$ cat config.mk
export PLATFORM = sky130hd
export DESIGN_NAME = serial_prog_mode_entry
export DESIGN_NICKNAME = d
export VERILOG_FILES = /design/src/core/prog_entry_pkg.sv /design/src/core/uart_8n1.sv /design/src/core/serial_prog_mode_entry.sv
export SDC_FILE = /design/constraint.sdc
export NUM_CORES = 1
export LEC_CHECK = 0
export ABC_AREA = 1
export BUFFER_PORTS_ARGS = -buffer_cell sky130_fd_sc_hd__buf_2
export CORE_AREA = 3 3 117 119
export CTS_CLUSTER_DIAMETER = 40
export DETAILED_ROUTE_END_ITERATION = 16
export DIE_AREA = 0 0 120 122
export PLACE_DENSITY_LB_ADDON = 0.05
export SLEW_MARGIN = 20
export SYNTH_ARGS = -nofsm -noshare
export SYNTH_HDL_FRONTEND = slang
export SYNTH_SLANG_ARGS = --single-unit
$ cat constraint.sdc
create_clock -name i_clk_sys -period 1.6 [get_ports i_clk_sys]
set_input_delay 0.32 -clock i_clk_sys [delete_from_list [all_inputs] [get_ports i_clk_sys]]
set_output_delay 0.32 -clock i_clk_sys [all_outputs]
set_load 0.02 [all_outputs]
$ cat src/core/prog_entry_pkg.sv
`default_nettype none
package prog_entry_pkg;

  localparam int          CLK_HZ            = 10_000_000;
  localparam int          BAUD_BPS          = 9600;
  localparam int          BIT_CYCLES        = CLK_HZ / BAUD_BPS;
  localparam int          HALF_BIT_CYCLES   = BIT_CYCLES / 2;
  localparam int          DATA_BITS         = 8;
  localparam int          PORT_WIDTH        = 8;
  localparam logic [7:0]  MATCH_BYTE        = 8'h5A;
  localparam logic        PORT_ENABLE_RESET = 1'b0;
  localparam logic        PORT_FIXED_LEVEL  = 1'b0;

  typedef enum {
    ST_STRAP,
    ST_USER,
    ST_PROG
  } mode_state_t;

  typedef struct packed {
    logic       valid;
    logic [7:0] data;
  } rx_byte_t;

  typedef struct packed {
    logic       valid;
    logic [7:0] data;
  } tx_byte_t;

endpackage
`default_nettype wire

$ cat src/core/uart_8n1.sv
`timescale 1ns/10ps
`default_nettype none
module uart_8n1
  import prog_entry_pkg::*;
(
  input  wire logic     i_clk_sys,
  input  wire logic     i_reset,
  input  wire logic     i_enable,
  input  wire logic     i_rx_sync,
  input  wire tx_byte_t i_tx,
  output logic          o_tx_ready,
  output logic          o_tx_line,
  output rx_byte_t      o_rx
);

  localparam logic [15:0] BIT_CNT  = 16'(BIT_CYCLES - 1);
  localparam logic [15:0] HALF_CNT = 16'(HALF_BIT_CYCLES - 1);

  logic [15:0] rx_timer_reg;
  logic [3:0]  rx_bit_reg;
  logic [7:0]  rx_shift_reg;
  logic        rx_busy_reg;
  logic [15:0] tx_timer_reg;
  logic [3:0]  tx_bit_reg;
  logic [9:0]  tx_shift_reg;
  logic        tx_busy_reg;

  ////////////////////////////////////////////////////////////////////////
  // Receiver, 8 data bits, no parity, 1 stop bit
  always_ff @(posedge i_clk_sys) begin
    o_rx.valid <= 1'b0;
    if (i_reset || !i_enable) begin
      rx_busy_reg  <= 1'b0;
      rx_timer_reg <= 16'h0000;
      rx_bit_reg   <= 4'h0;
      rx_shift_reg <= 8'h00;
      o_rx.data    <= 8'h00;
    end else if (!rx_busy_reg) begin
      if (!i_rx_sync) begin
        rx_busy_reg  <= 1'b1;
        rx_timer_reg <= HALF_CNT;
        rx_bit_reg   <= 4'h0;
      end
    end else if (rx_timer_reg != 16'h0000) begin
      rx_timer_reg <= rx_timer_reg - 16'h0001;
    end else begin
      rx_timer_reg <= BIT_CNT;
      rx_bit_reg   <= rx_bit_reg + 4'h1;
      if (rx_bit_reg == 4'h0) begin
        if (i_rx_sync) begin
          rx_busy_reg <= 1'b0;
        end
      end else if (rx_bit_reg <= 4'(DATA_BITS)) begin
        rx_shift_reg <= {i_rx_sync, rx_shift_reg[7:1]};
      end else begin
        rx_busy_reg <= 1'b0;
        if (i_rx_sync) begin
          o_rx.valid <= 1'b1;
          o_rx.data  <= rx_shift_reg;
        end
      end
    end
  end

  ////////////////////////////////////////////////////////////////////////
  // Transmitter
  always_ff @(posedge i_clk_sys) begin
    if (i_reset || !i_enable) begin
      tx_busy_reg  <= 1'b0;
      tx_timer_reg <= 16'h0000;
      tx_bit_reg   <= 4'h0;
      tx_shift_reg <= 10'h3FF;
      o_tx_line    <= 1'b1;
      o_tx_ready   <= 1'b0;
    end else if (!tx_busy_reg) begin
      o_tx_line  <= 1'b1;
      o_tx_ready <= 1'b1;
      if (i_tx.valid && o_tx_ready) begin
        tx_busy_reg  <= 1'b1;
        o_tx_ready   <= 1'b0;
        tx_shift_reg <= {1'b1, i_tx.data, 1'b0};
        tx_timer_reg <= BIT_CNT;
        tx_bit_reg   <= 4'h0;
      end
    end else begin
      o_tx_line <= tx_shift_reg[0];
      if (tx_timer_reg != 16'h0000) begin
        tx_timer_reg <= tx_timer_reg - 16'h0001;
      end else begin
        tx_timer_reg <= BIT_CNT;
        tx_shift_reg <= {1'b1, tx_shift_reg[9:1]};
        tx_bit_reg   <= tx_bit_reg + 4'h1;
        if (tx_bit_reg == 4'(DATA_BITS + 1)) begin
          tx_busy_reg <= 1'b0;
        end
      end
    end
  end

endmodule
`default_nettype wire

$ cat src/core/serial_prog_mode_entry.sv
`timescale 1ns/10ps
`default_nettype none
module serial_prog_mode_entry
  import prog_entry_pkg::*;
#(
  parameter int PORTS = PORT_WIDTH
) (
  input  wire logic             i_clk_sys,
  input  wire logic             i_reset,
  input  wire logic             i_test_select,
  input  wire logic             i_boot_strap_receive_pin,
  input  wire logic [PORTS-1:0] i_port_pin,
  input  wire logic [PORTS-1:0] i_port_out,
  input  wire logic [PORTS-1:0] i_port_dir_out,
  input  wire logic             i_user_tx_line,
  input  wire logic             i_port_input_enable_wr,
  input  wire logic             i_port_input_enable_data,
  input  wire tx_byte_t         i_tx,
  output logic                  o_prog_mode,
  output logic                  o_matched,
  output logic                  o_serial_transmit_out,
  output logic                  o_serial_transmit_oe,
  output logic [PORTS-1:0]      o_port_out,
  output logic [PORTS-1:0]      o_port_oe,
  output logic [PORTS-1:0]      o_port_in,
  output logic                  o_port_input_enable_reg,
  output logic                  o_tx_ready,
  output rx_byte_t              o_rx
);

  logic             test_meta_reg;
  logic             test_sync_reg;
  logic             boot_meta_reg;
  logic             boot_sync_reg;
  logic [PORTS-1:0] port_meta_reg;
  logic [PORTS-1:0] port_sync_reg;
  mode_state_t      state_reg;
  logic             in_prog;
  logic             in_user;
  logic             uart_tx_line;
  logic             uart_tx_ready;
  rx_byte_t         uart_rx;

  // Mode decode shared by the pin muxes
  function automatic logic mode_is(input mode_state_t cur, input mode_state_t want);
    return (cur == want);
  endfunction

  // Level every ignored port input is held at
  function automatic logic [PORTS-1:0] fixed_ports();
    return {PORTS{PORT_FIXED_LEVEL}};
  endfunction

  // Current mode, decoded once
  assign in_prog = mode_is(state_reg, ST_PROG);
  assign in_user = mode_is(state_reg, ST_USER);

  ////////////////////////////////////////////////////////////////////////
  // Pin synchronisers
  // Test-select strap
  always_ff @(posedge i_clk_sys) begin
    test_meta_reg <= i_test_select;
    test_sync_reg <= test_meta_reg;
  end

  // Boot strap, later the receive line
  always_ff @(posedge i_clk_sys) begin
    boot_meta_reg <= i_boot_strap_receive_pin;
    boot_sync_reg <= boot_meta_reg;
  end

  // General port pins
  always_ff @(posedge i_clk_sys) begin
    port_meta_reg <= i_port_pin;
    port_sync_reg <= port_meta_reg;
  end

  ////////////////////////////////////////////////////////////////////////
  // Strap capture at the first edge after reset release
  always_ff @(posedge i_clk_sys) begin
    if (i_reset) begin
      state_reg <= ST_STRAP;
    end else begin
      case (state_reg)
        ST_STRAP: begin
          if (test_sync_reg && boot_sync_reg) begin
            state_reg <= ST_PROG;
          end else begin
            state_reg <= ST_USER;
          end
        end
        ST_USER: state_reg <= ST_USER;
        ST_PROG: state_reg <= ST_PROG;
        default: state_reg <= ST_STRAP;
      endcase
    end
  end

  // Mode flag to the core
  always_ff @(posedge i_clk_sys) begin
    if (i_reset) begin
      o_prog_mode <= 1'b0;
    end else begin
      o_prog_mode <= in_prog;
    end
  end

  ////////////////////////////////////////////////////////////////////////
  // Boot pin reused as UART receive once in programming mode
  uart_8n1 u_uart (
    .i_clk_sys  (i_clk_sys),
    .i_reset    (i_reset),
    .i_enable   (in_prog),
    .i_rx_sync  (boot_sync_reg),
    .i_tx       (i_tx),
    .o_tx_ready (uart_tx_ready),
    .o_tx_line  (uart_tx_line),
    .o_rx       (uart_rx)
  );

  // Received byte to the core
  always_ff @(posedge i_clk_sys) begin
    if (i_reset) begin
      o_rx <= '0;
    end else begin
      o_rx <= uart_rx;
    end
  end

  // Transmitter ready only in programming mode
  always_ff @(posedge i_clk_sys) begin
    if (i_reset) begin
      o_tx_ready <= 1'b0;
    end else begin
      o_tx_ready <= uart_tx_ready && in_prog;
    end
  end

  ////////////////////////////////////////////////////////////////////////
  // Matching byte seen
  always_ff @(posedge i_clk_sys) begin
    if (i_reset) begin
      o_matched <= 1'b0;
    end else if (uart_rx.valid && uart_rx.data == MATCH_BYTE) begin
      o_matched <= 1'b1;
    end
  end

  ////////////////////////////////////////////////////////////////////////
  // Transmit pin: UART in programming mode, user driver otherwise
  // Pin level
  always_ff @(posedge i_clk_sys) begin
    if (i_reset) begin
      o_serial_transmit_out <= 1'b1;
    end else if (in_prog) begin
      o_serial_transmit_out <= uart_tx_line;
    end else begin
      o_serial_transmit_out <= i_user_tx_line;
    end
  end

  // Pin enable, off until the mode is decided
  always_ff @(posedge i_clk_sys) begin
    if (i_reset) begin
      o_serial_transmit_oe <= 1'b0;
    end else begin
      o_serial_transmit_oe <= in_prog || in_user;
    end
  end

  ////////////////////////////////////////////////////////////////////////
  // Port input enable bit
  always_ff @(posedge i_clk_sys) begin
    if (i_reset) begin
      o_port_input_enable_reg <= PORT_ENABLE_RESET;
    end else if (i_port_input_enable_wr) begin
      o_port_input_enable_reg <= i_port_input_enable_data;
    end
  end

  ////////////////////////////////////////////////////////////////////////
  // General ports
  // Output data
  always_ff @(posedge i_clk_sys) begin
    if (i_reset || in_prog) begin
      o_port_out <= '0;
    end else begin
      o_port_out <= i_port_out;
    end
  end

  // Output enables, high impedance unless in user mode
  always_ff @(posedge i_clk_sys) begin
    if (in_user && !i_reset) begin
      o_port_oe <= i_port_dir_out;
    end else begin
      o_port_oe <= '0;
    end
  end

  // Inputs seen by the core
  always_ff @(posedge i_clk_sys) begin
    if (i_reset) begin
      o_port_in <= fixed_ports();
    end else if (in_prog && !o_port_input_enable_reg) begin
      o_port_in <= fixed_ports();
    end else begin
      o_port_in <= port_sync_reg;
    end
  end

endmodule
`default_nettype wire

==> run metrics, run 1 <==
status finished clean; # rows 41; ANT cells 0; # setup viols final 0; number of synthesized register bits 131; Max-slew headroom 0.552; core box area roughly 13000 sq um; largest fanout on the critical path 7; DR vias/cell 4.45; Tightest Pin Transition 0.672 ns; combinational share of power 0.060; Post-Route WL 11.5 mm; worst hold path depth 2; total global-route track usage 0.165; clk sink count around 130; synthesized netlist cell count 688; Layout fillers 1212; number of remaining DRC errors 0; initial antenna violation count 0; gr ovfl total 0; Design Area, Final a little under 7000 sq um; R2R setup slack 0.12 ns; I/O Buffers roughly 80; Vert. Die Dim 122 microns; clock transition at the registers of the reported paths 0.06 ns; I/O pin count 79; fin crit period 1.48 ns; first-pass GRT wire length 19.2 mm; layout cells sized above 1 0.236; drt first pass iters 4; gpl congestion 0.823; Final Skew 0.00941 ns; worst hold slack a little over 0.09 ns; YS warnings 0; Worst path max stage delay 0.31 ns; syn nets 737; CP top delay family simple AND/OR/NAND/NOR gates; Clock Tree Buf Depth 2; Synth Area per Inst approximately 7.5 sq um; reg2reg path depth 10; max-cap violations 0; CP Buf/Inv Count 2; synthesis-to-layout area growth 33.6%; via count 4515; CP endpoint kind register; Antenna Nets Post-Route 0; Slowest cell on crit path dfxtp_1; die width 120 microns; Reg2Reg Launch Point u_uart.tx_timer_reg[1]$_SDFFE_PP0P_; initial core utilization 0.407; Pwr per Cell Area 1130 nW/um^2; largest net degree at the start of global routing 36; Switching Share 0.230; dpl ws -0.0302 ns; setup ws final 0.118 ns; CP most frequent cell nand2_2; hold path start i_port_input_enable_wr; R2R Path End u_uart.tx_shift_reg[8]$_SDFFE_PP1P_; Hold Violations, Final 0; share of total power in the clock network 0.506; maximum clock rate 675 MHz; Seq pwr share 0.434; mapped cell area 5160 sq um; Final Cycle Share 0.926; post-synth cell types 36; Critical Path RT 1.89 ns; Leakage between 0.003 and 0.004 uW; CTS Root Cell clkbuf_16; via count of the first global-routing pass 4211; clock latency on the worst-skew pair 0.42 ns; sw power 1790 uW; VDD IR max ~0.6 mV; CP arrival between 1.5 and 2 ns; Hold Crit Class input port to register; placed cell areas 6060 sq um; H-tree lvl count 4; worst-path cell chain inv_1 > ha_2 > nand2_2 > nor2_2 > nand2_2 > nand2_2 > nand2_2 > buf_4 > nand2_1 > nand4_1; nets@finish about 900; unrepaired setup endpoints after global routing true; Routed wire per std cell between 10 and 15 microns; dpl hpwl around 8.0 mm; total power ~7800 uW; Util after Layout 0.544; starting DRC count in detailed routing 225; register area share after synthesis 0.508; WHS Endpoint o_port_input_enable_reg$_SDFFE_PP0P_; Worst Setup Path Type register to register; die area 14600 sq um; startpoint types register; Int Pwr 5980 uW; Final Slew Violations 0; CTS tree yes; Num CTS Buffers 17
-- synthesized netlist by cell type, drive strengths merged --
cell,n,share of area
o21a,2,0.0029
dfxtp,131,0.51
xor2,11,0.019
nand2,161,0.12
nor4,1,0.0012
clkbuf,9,0.0065
inv,91,0.066
nand3,53,0.051
or2,2,0.0024
a21oi,36,0.036
nor3,3,0.0029
a31oi,3,0.0036
xnor2,4,0.0068
o22ai,1,0.0012
nand4,6,0.011
o211ai,2,0.0029
o21ai,21,0.020
nor3b,2,0.0029
ha,9,0.022
nand3b,1,0.0015
o22a,1,0.0017
nor2,129,0.10
clkinv,2,0.0015
buf,6,0.0075
o31ai,1,0.0015
-- layout by cell type (no fill, tap or decap), types with 5 or more instances in the layout --
cell type      count
a21oi_1           35
dlygate4sd3_1     10
buf_2             78
clkinv_4           5
nor2_1           115
buf_6              6
xor2_1            11
clkbuf_16         17
buf_4             42
o21ai_0           18
inv_2              5
ha_1               7
nor2_2            11
nand3_1           53
inv_1             86
nand2_1          151
nand2_2            7
dfxtp_1          129
-- through the flow --
step	instances	TNS, ns
floorplan	688	0
global placement	971	0
detailed placement	971	-0.155
CTS	1013	0
global route	1015	-0.176
finish	1015	0
-- how the worst max path moves through the flow --
stage / from / end / slack (ns) / cells after the start
finish: u_uart.tx_timer_reg[1]$_SDFFE_PP0P_ / u_uart.tx_shift_reg[8]$_SDFFE_PP1P_ / 0.12 / 10
global route: u_uart.tx_timer_reg[1]$_SDFFE_PP0P_ / u_uart.tx_shift_reg[8]$_SDFFE_PP1P_ / -0.03 / 10
CTS: state_reg[0]$_SDFF_PP0_ / u_uart.rx_timer_reg[0]$_SDFFE_PP0P_ / 0.001 / 7
detailed placement: state_reg[0]$_SDFF_PP0_ / u_uart.tx_timer_reg[3]$_SDFFE_PP0P_ / -0.03 / 8
global placement: u_uart.rx_bit_reg[0]$_SDFFE_PP0P_ / u_uart.o_rx[1]$_SDFFE_PP0P_ / 0.04 / 10
floorplan: u_uart.rx_timer_reg[0]$_SDFFE_PP0P_ / u_uart.o_rx[6]$_SDFFE_PP0P_ / 0.07 / 10
-- power by group through the flow --
stage,sequential [uW],clock (uW),combinational (uW)
final,3380,3930,466
after global routing,3380,4180,525
after CTS,3370,4030,462
after detailed placement,3450,0,442
after global placement,3440,0,438
after floorplan,3500,0,201
-- logic make-up (layout without fill, tap and decap cells) --
group                    count (synthesis)  in the layout  share of synthesized area
AND/OR/NAND/NOR                        358            359                      0.293
AO/OA/AOI/OAI                           67             67                     0.0699
buffers and inverters                  108            262                     0.0817
adder cells (fa/ha/maj)                  9              9                     0.0218
flip-flops                             131            131                      0.508
XOR/XNOR                                15             15                     0.0255
-- layout make-up --
class | count | area (sq um) | share of cell area
Clock buffer | 20 | 467 | 0.0677
Clock inverter | 12 | 144 | 0.0209
Inverter | 93 | 350 | 0.0508
Multi-Input combinational cell | 450 | 2200 | 0.319
Sequential cell | 131 | 2630 | 0.381
Tap cell | 172 | 215 | 0.0312
Timing Repair Buffer | 137 | 893 | 0.130
-- repair_timing --
item,4_1_cts,5_1_grt
pin swaps,1,5
buffers inserted,0,1
cloned,1,0
hold endpoints to repair,9,1
endpoints found under the setup margin,11,62
gates resized for setup,2,36
hold buffers,9,1
-- per-layer routing --
layer  global-route usage  share of wire
met1                0.212           0.48
met2                0.259           0.45
met3               0.0418          0.052
met4               0.0795          0.017
met5                    0              0
(Power assumes the default switching activity.)
==> run 2, diff against run 1 <==
- ABC_AREA: 1 -> not set
- BUFFER_PORTS_ARGS: -buffer_cell sky130_fd_sc_hd__buf_2 -> not set
- CORE_AREA: 3 3 117 119 -> 3 3 114 116
- DIE_AREA: 0 0 120 122 -> 0 0 117 119
- DONT_BUFFER_PORTS: not set -> 1
- clock period: 1.6 -> 1.9 ns (I/O delays scaled with it)
==> run 2 against run 1 <==
Compared with the run above:
- the run now ends with negative setup slack left
- sequential share of layout area grew 2.6 points
- register-to-register slack worse by 0.13 ns
- count of clock-buffer cells in the layout down 2
- routed wire length down 6.8%
- total power decreased by 16%
- critical path type unchanged
- largest power group unchanged
==> run metrics, run 2 <==
first-pass GRT wire length 17.7 mm (-7.9%); synthesis-to-layout area growth 31.2%; register area share after synthesis 0.532 (+0.0239); top post-synthesis cells by area dfxtp_1 (53%), mux2i_1 (5.5%), nor2_1 (3.8%); clock transition at the registers of the reported paths 0.06 ns (about the same); setup ws final -0.0105 ns (-0.129 ns); Worst path max stage delay 0.55 ns (+0.24 ns); Hold Violations, Final 0 (unchanged); mapped cell area 4930 sq um (-4.5%); max-cap violations 0 (unchanged); dpl cells 684 (-30%); Clock Tree Buf Depth 2 (unchanged); CTS Root Cell clkbuf_16; number of synthesized register bits 131 (unchanged); clk sink count 131 (unchanged); layout cells sized above 1 0.249 (+0.0127); Antenna Nets Post-Route 0 (unchanged); post-synth cell types 60 (+67%); GR Util met3 0.0605 (+0.0187); largest net degree at the start of global routing 49 (+36%); met2 GRT Util 0.251 (-0.00745); via count of the first global-routing pass 3734 (-11%); CP endpoint kind register; DR vias/cell 5.14 (+16%); synthesized netlist cell count 500 (-27%); commonest non-fill, non-tap cell in the layout dfxtp_1; fin crit period 1.91 ns (+0.429 ns); Layout fillers 1098 (-9.4%); busiest grt layer met2; worst-path cell chain or3_4 > or4_4 > or4_1 > nand3_1 > a21oi_1; YS warnings 0 (unchanged); initial core utilization 0.410 (+0.00308); maximum clock rate 523 MHz (-22%); placed cell areas 5490 sq um (-9.6%); total global-route track usage 0.162 (-0.00289); die area 13900 sq um (-4.9%); initial antenna violation count 0 (unchanged); top-area cell type share of the netlist area 0.532 (+0.0239); Final Slew Violations 0 (unchanged); Max-slew headroom 0.702 (+0.150); nets@finish 627 (-29%); VDD IR max 0.452 mV (-26%); die width 117 microns (-2.5%); I/O Buffers 0 (-100%); CP arrival 2.20 ns (+0.43 ns); status finished with violations; Worst Setup Path Type register to register; failing checks negative setup slack; gr ovfl total 0 (unchanged); Post-Route WL 10.7 mm (-6.8%); Synth async-reset ratio 0 (unchanged); Pwr per Cell Area 1020 nW/um^2 (-9.9%); core box area 12000 sq um (-5.2%); dpl hpwl 7.08 mm (-11%); Post-synth EDFFs 0 (unchanged); global-route met1 utilization 0.198 (-0.0139); H-tree lvl count 4 (unchanged); Vert. Die Dim 119 microns (-2.5%); Final Cycle Share 1.01 (+0.0796); Synth top cells by count dfxtp_1 (131), nor2_1 (50), nand2_1 (30); startpoint types register; unrepaired setup endpoints after global routing true; Synth Area per Inst 9.85 sq um (+31%); total power 6560 uW (-16%); via count 3795 (-16%); Synth Flop Type dfxtp_1; Synth area leader dfxtp_1; Final Skew 0.0160 ns (+0.00656 ns); Hold Crit Class input port to register; syn nets 549 (-26%); CTS tree yes; Num CTS Buffers 17 (unchanged); largest fanout on the critical path 4 (-3); ANT cells 0 (unchanged); number of remaining DRC errors 0 (unchanged); Slowest cell on crit path or4_4; Tightest Pin Transition 0.447 ns (-0.225 ns); Critical Path RT 2.19 ns (+0.30 ns); clock latency on the worst-skew pair 0.42 ns (about the same); commonest cells after routing, fill and taps aside dfxtp_1 (127), buf_4 (57), nor2_1 (50); drt first pass iters 6 (+2); starting DRC count in detailed routing 135 (-40%); # rows 40 (-2.4%); Routed wire per std cell 14.5 microns (+28%); Util after Layout 0.538 (-0.00597); gpl congestion 0.798 (-3.0%); # setup viols final 1 (+1); Design Area, Final 6460 sq um (-6.2%); I/O pin count 79 (unchanged); Leakage 0.00261 uW (-22%); final cell count without fillers 738 (-27%); most common cell in the netlist dfxtp_1
run 2: cell types whose count changed in the layout (fill, tap and decap cells not counted), moves of 16 or more:
cell	previous run	this run
nand2_1	151	30
buf_2	78	1
inv_1	86	11
nor2_1	115	50
nand3_1	53	8
and2_1	0	28
mux2i_1	0	26
nor2b_1	0	16
run 2: metrics by stage:
stage	hold slack [ns]	worst slack, ns	setup TNS (ns)
finish	0.0217	-0.0105	-0.0105
global route	0.00160	-0.0708	-0.451
CTS	0.00904	-0.0168	-0.101
detailed placement	0.312	-0.122	-0.562
global placement	0.311	-0.0472	-0.182
floorplan	0.310	-0.0133	-0.0151
run 2: kinds of logic after synthesis:
| family | after synthesis | synth area share |
|---|---|---|
| buffers and inverters | 33 | 0.0284 |
| multiplexers | 30 | 0.0617 |
| XOR/XNOR | 5 | 0.00889 |
| AO/OA/AOI/OAI | 85 | 0.111 |
| AND/OR/NAND/NOR | 207 | 0.235 |
| flip-flops | 131 | 0.532 |
| adder cells (fa/ha/maj) | 9 | 0.0229 |
run 2: report_power, final:
group	leakage, uW	switching (uW)	internal (uW)
clock network	0.000299	1290	2100
registers	0.00107	78.4	2820
logic	0.00124	143	131
run 2: what timing repair did:
| item | 4_1_cts | 5_1_grt |
|---|---|---|
| hold buffers | 10 | 1 |
| buffers inserted | 0 | 9 |
| gates cloned | 1 | 1 |
| gates resized for setup | 10 | 34 |
| hold endpoints to repair | 10 | 1 |
| pin swaps | 2 | 18 |
| endpoints found under the setup margin | 28 | 40 |
run 2: final timing paths:
kind                                                     startpoint                              endpoint  slack, ns  cells after the start
worst min-delay path                                        i_reset  o_port_input_enable_reg$_SDFFE_PP0P_       0.02                      1
worst min register to register             port_meta_reg[5]$_DFF_P_              port_sync_reg[5]$_DFF_P_       0.33                      0
worst max register to register  u_uart.tx_timer_reg[8]$_SDFFE_PP0P_  u_uart.tx_timer_reg[14]$_SDFFE_PP0P_      -0.01                      5
worst max-delay path            u_uart.tx_timer_reg[8]$_SDFFE_PP0P_  u_uart.tx_timer_reg[14]$_SDFFE_PP0P_      -0.01                      5
run 2: final cells by class:
cell class / instances / area [sq um] / area share
sequential: 131 / 2630 / 0.407
multi-input combinational: 336 / 2330 / 0.360
timing repair buffer: 77 / 651 / 0.101
clock buffer: 18 / 429 / 0.0664
clock inverter: 14 / 188 / 0.0290
tap: 147 / 184 / 0.0285
inverter: 15 / 56.3 / 0.00871
run 2: worst max-delay path, delay by kind of cell, from the launching register on:
kind	cells	cell delay [ns]
simple gates	4	1.42
flops	1	0.31
compound gates	1	0.06
run 2: per-layer routing:
metal | share of wire | vias to the layer above
li1 | - | 1930
met1 | 0.46 | 1766
met2 | 0.47 | 80
met3 | 0.056 | 19
met4 | 0.016 | 0
met5 | 0 | -
==> run 3, diff against run 2 <==
- PLACE_DENSITY_LB_ADDON: 0.05 -> not set
==> run 3 against run 2 <==
Compared with the run above:
- the flow still finishes with violations (negative setup slack)
- critical path depth unchanged
- global-route usage is 0.11 points lower
- hold slack better by 0.017 ns
- worst setup slack got worse by 0.031 ns
- fmax fell by 1.6%
- total power decreased by 1.4%
- largest cell class unchanged
==> run metrics, run 3 (synthesis gave the netlist of run 2 again) <==
I/O pin count 79 (unchanged); DR vias/cell 5.20 (+1.1%); core box area 12000 sq um (unchanged); Reg2Reg Launch Point u_uart.tx_timer_reg[4]$_SDFFE_PP0P_; Util after Layout 0.540 (+0.00156); Leakage 0.00260 uW (-0.68%); hold path start i_reset; startpoint types register; Post-Route WL 11.1 mm (+3.7%); Final Slew Violations 0 (unchanged); placed cell areas 5460 sq um (-0.41%); largest net degree at the start of global routing 49 (unchanged); Worst Setup SP u_uart.tx_timer_reg[4]$_SDFFE_PP0P_; gpl congestion 0.822 (+3.1%); Hold Violations, Final 0 (unchanged); dpl ws -0.0618 ns (+0.0600 ns); Worst Setup Path Type register to register; first-pass GRT wire length 17.9 mm (+0.97%); drt first pass iters 6 (unchanged); failing checks negative setup slack; clock latency on the worst-skew pair 0.41 ns (about the same); ANT cells 0 (unchanged); Design Area, Final 6480 sq um (+0.29%); setup ws final -0.0413 ns (-0.0307 ns); die width 117 microns (unchanged); largest fanout on the critical path 4 (unchanged); dpl hpwl 7.42 mm (+4.9%); max-cap violations 0 (unchanged); Pwr per Cell Area 999 nW/um^2 (-1.7%); I/O Buffers 0 (unchanged); starting DRC count in detailed routing 183 (+36%); # rows 40 (unchanged); Slowest cell on crit path or4_4; CP arrival 2.23 ns (+0.03 ns); Final Skew 0.00993 ns (-0.00604 ns); die area 13900 sq um (unchanged); H-tree lvl count 4 (unchanged); Hold Crit Class input port to register; Worst path max stage delay 0.53 ns (-0.02 ns); Clock Tree Buf Depth 2 (unchanged); worst hold slack 0.0391 ns (+0.0173 ns); CTS tree yes; clk sink count 131 (unchanged); Final Cycle Share 1.02 (+0.0162); nets@finish 630 (+0.48%); via count of the first global-routing pass 3725 (-0.24%); commonest non-fill, non-tap cell in the layout dfxtp_1; Vert. Die Dim 119 microns (unchanged); VDD IR max 0.681 mV (+51%); Tightest Pin Transition 0.491 ns (+0.0444 ns); number of remaining DRC errors 0 (unchanged); initial core utilization 0.410 (unchanged); Layout fillers 1074 (-2.2%); Antenna Nets Post-Route 0 (unchanged); Num CTS Buffers 17 (unchanged); Routed wire per std cell 15.0 microns (+3.4%); fin crit period 1.94 ns (+0.0307 ns); Max-slew headroom 0.672 (-0.0296); worst-path cell chain or3_4 > or4_4 > or4_4 > nand3_2 > a21oi_2; unrepaired setup endpoints after global routing true; CTS Root Cell clkbuf_16; status finished with violations; worst hold path depth 1 (unchanged); CP most frequent cell or4_4; gr ovfl total 0 (unchanged); total power 6470 uW (-1.4%); synthesis-to-layout area growth 31.5%; commonest cells after routing, fill and taps aside dfxtp_1 (127), buf_4 (61), nor2_1 (50); total global-route track usage 0.161 (-0.00108); # setup viols final 1 (unchanged); clock transition at the registers of the reported paths 0.06 ns (about the same); CP endpoint kind register; reg2reg path depth 5 (unchanged); maximum clock rate 515 MHz (-1.6%); layout cells sized above 1 0.253 (+0.00422); initial antenna violation count 0 (unchanged); via count 3846 (+1.3%); Critical Path RT 2.19 ns (about the same)
## run 3: cell count changes in the layout (fill, tap and decap cells not counted), moves of 2 or more
cell        before  now
buf_6            6    8
a21oi_2          1    3
clkinv_2         0    2
buf_4           57   61
inv_6            7    2
clkinvlp_4       1    5
## run 3: cell type report
type,count,area [sq um],area share
clock inverter,12,156,0.0241
timing repair buffer,80,668,0.103
sequential,131,2630,0.405
inverter,15,60.1,0.00927
multi-input combinational,336,2340,0.361
clock buffer,19,443,0.0683
tap,147,184,0.0284
## run 3: where the power goes
part | internal (uW) | switching (uW)
registers | 2820 | 78.5
logic | 134 | 151
clock network | 2090 | 1190
## run 3: timing repair
action                                 CTS  global route
buffers inserted                         1            14
endpoints found under the hold margin   10             0
hold buffers                            10             0
pin swaps                                4            17
setup endpoints to repair               18            50
gates resized for setup                  6            43
cloned                                   0             1
## run 3: final timing paths
| kind | endpoint | slack (ns) |
|---|---|---|
| setup / recovery | u_uart.tx_timer_reg[14]$_SDFFE_PP0P_ | -0.04 |
| hold / removal | state_reg[0]$_SDFF_PP0_ | 0.04 |
| setup reg to reg | u_uart.tx_timer_reg[14]$_SDFFE_PP0P_ | -0.04 |
| hold reg to reg | port_sync_reg[7]$_DFF_P_ | 0.33 |
## run 3: critical path, delay by kind of cell, from the launching register on
kind	cells	cell delay, ns
simple gates	4	1.46
flops	1	0.31
compound gates	1	0.05
## run 3: through the flow
stage,setup TNS (ns),std cells
detailed placement,-0.225,683
global route,-0.693,740
global placement,-0.0318,683
finish,-0.0413,740
CTS,-0.262,725
floorplan,-0.0151,500
## run 3: routing by layer
| layer | up-vias | GRT usage | wire length [microns] |
|---|---|---|---|
| li1 | 1916 | - | - |
| met1 | 1824 | 0.199 | 4910 |
| met2 | 89 | 0.264 | 5510 |
| met3 | 17 | 0.0462 | 502 |
| met4 | 0 | 0.0552 | 153 |
| met5 | - | 0 | 0 |
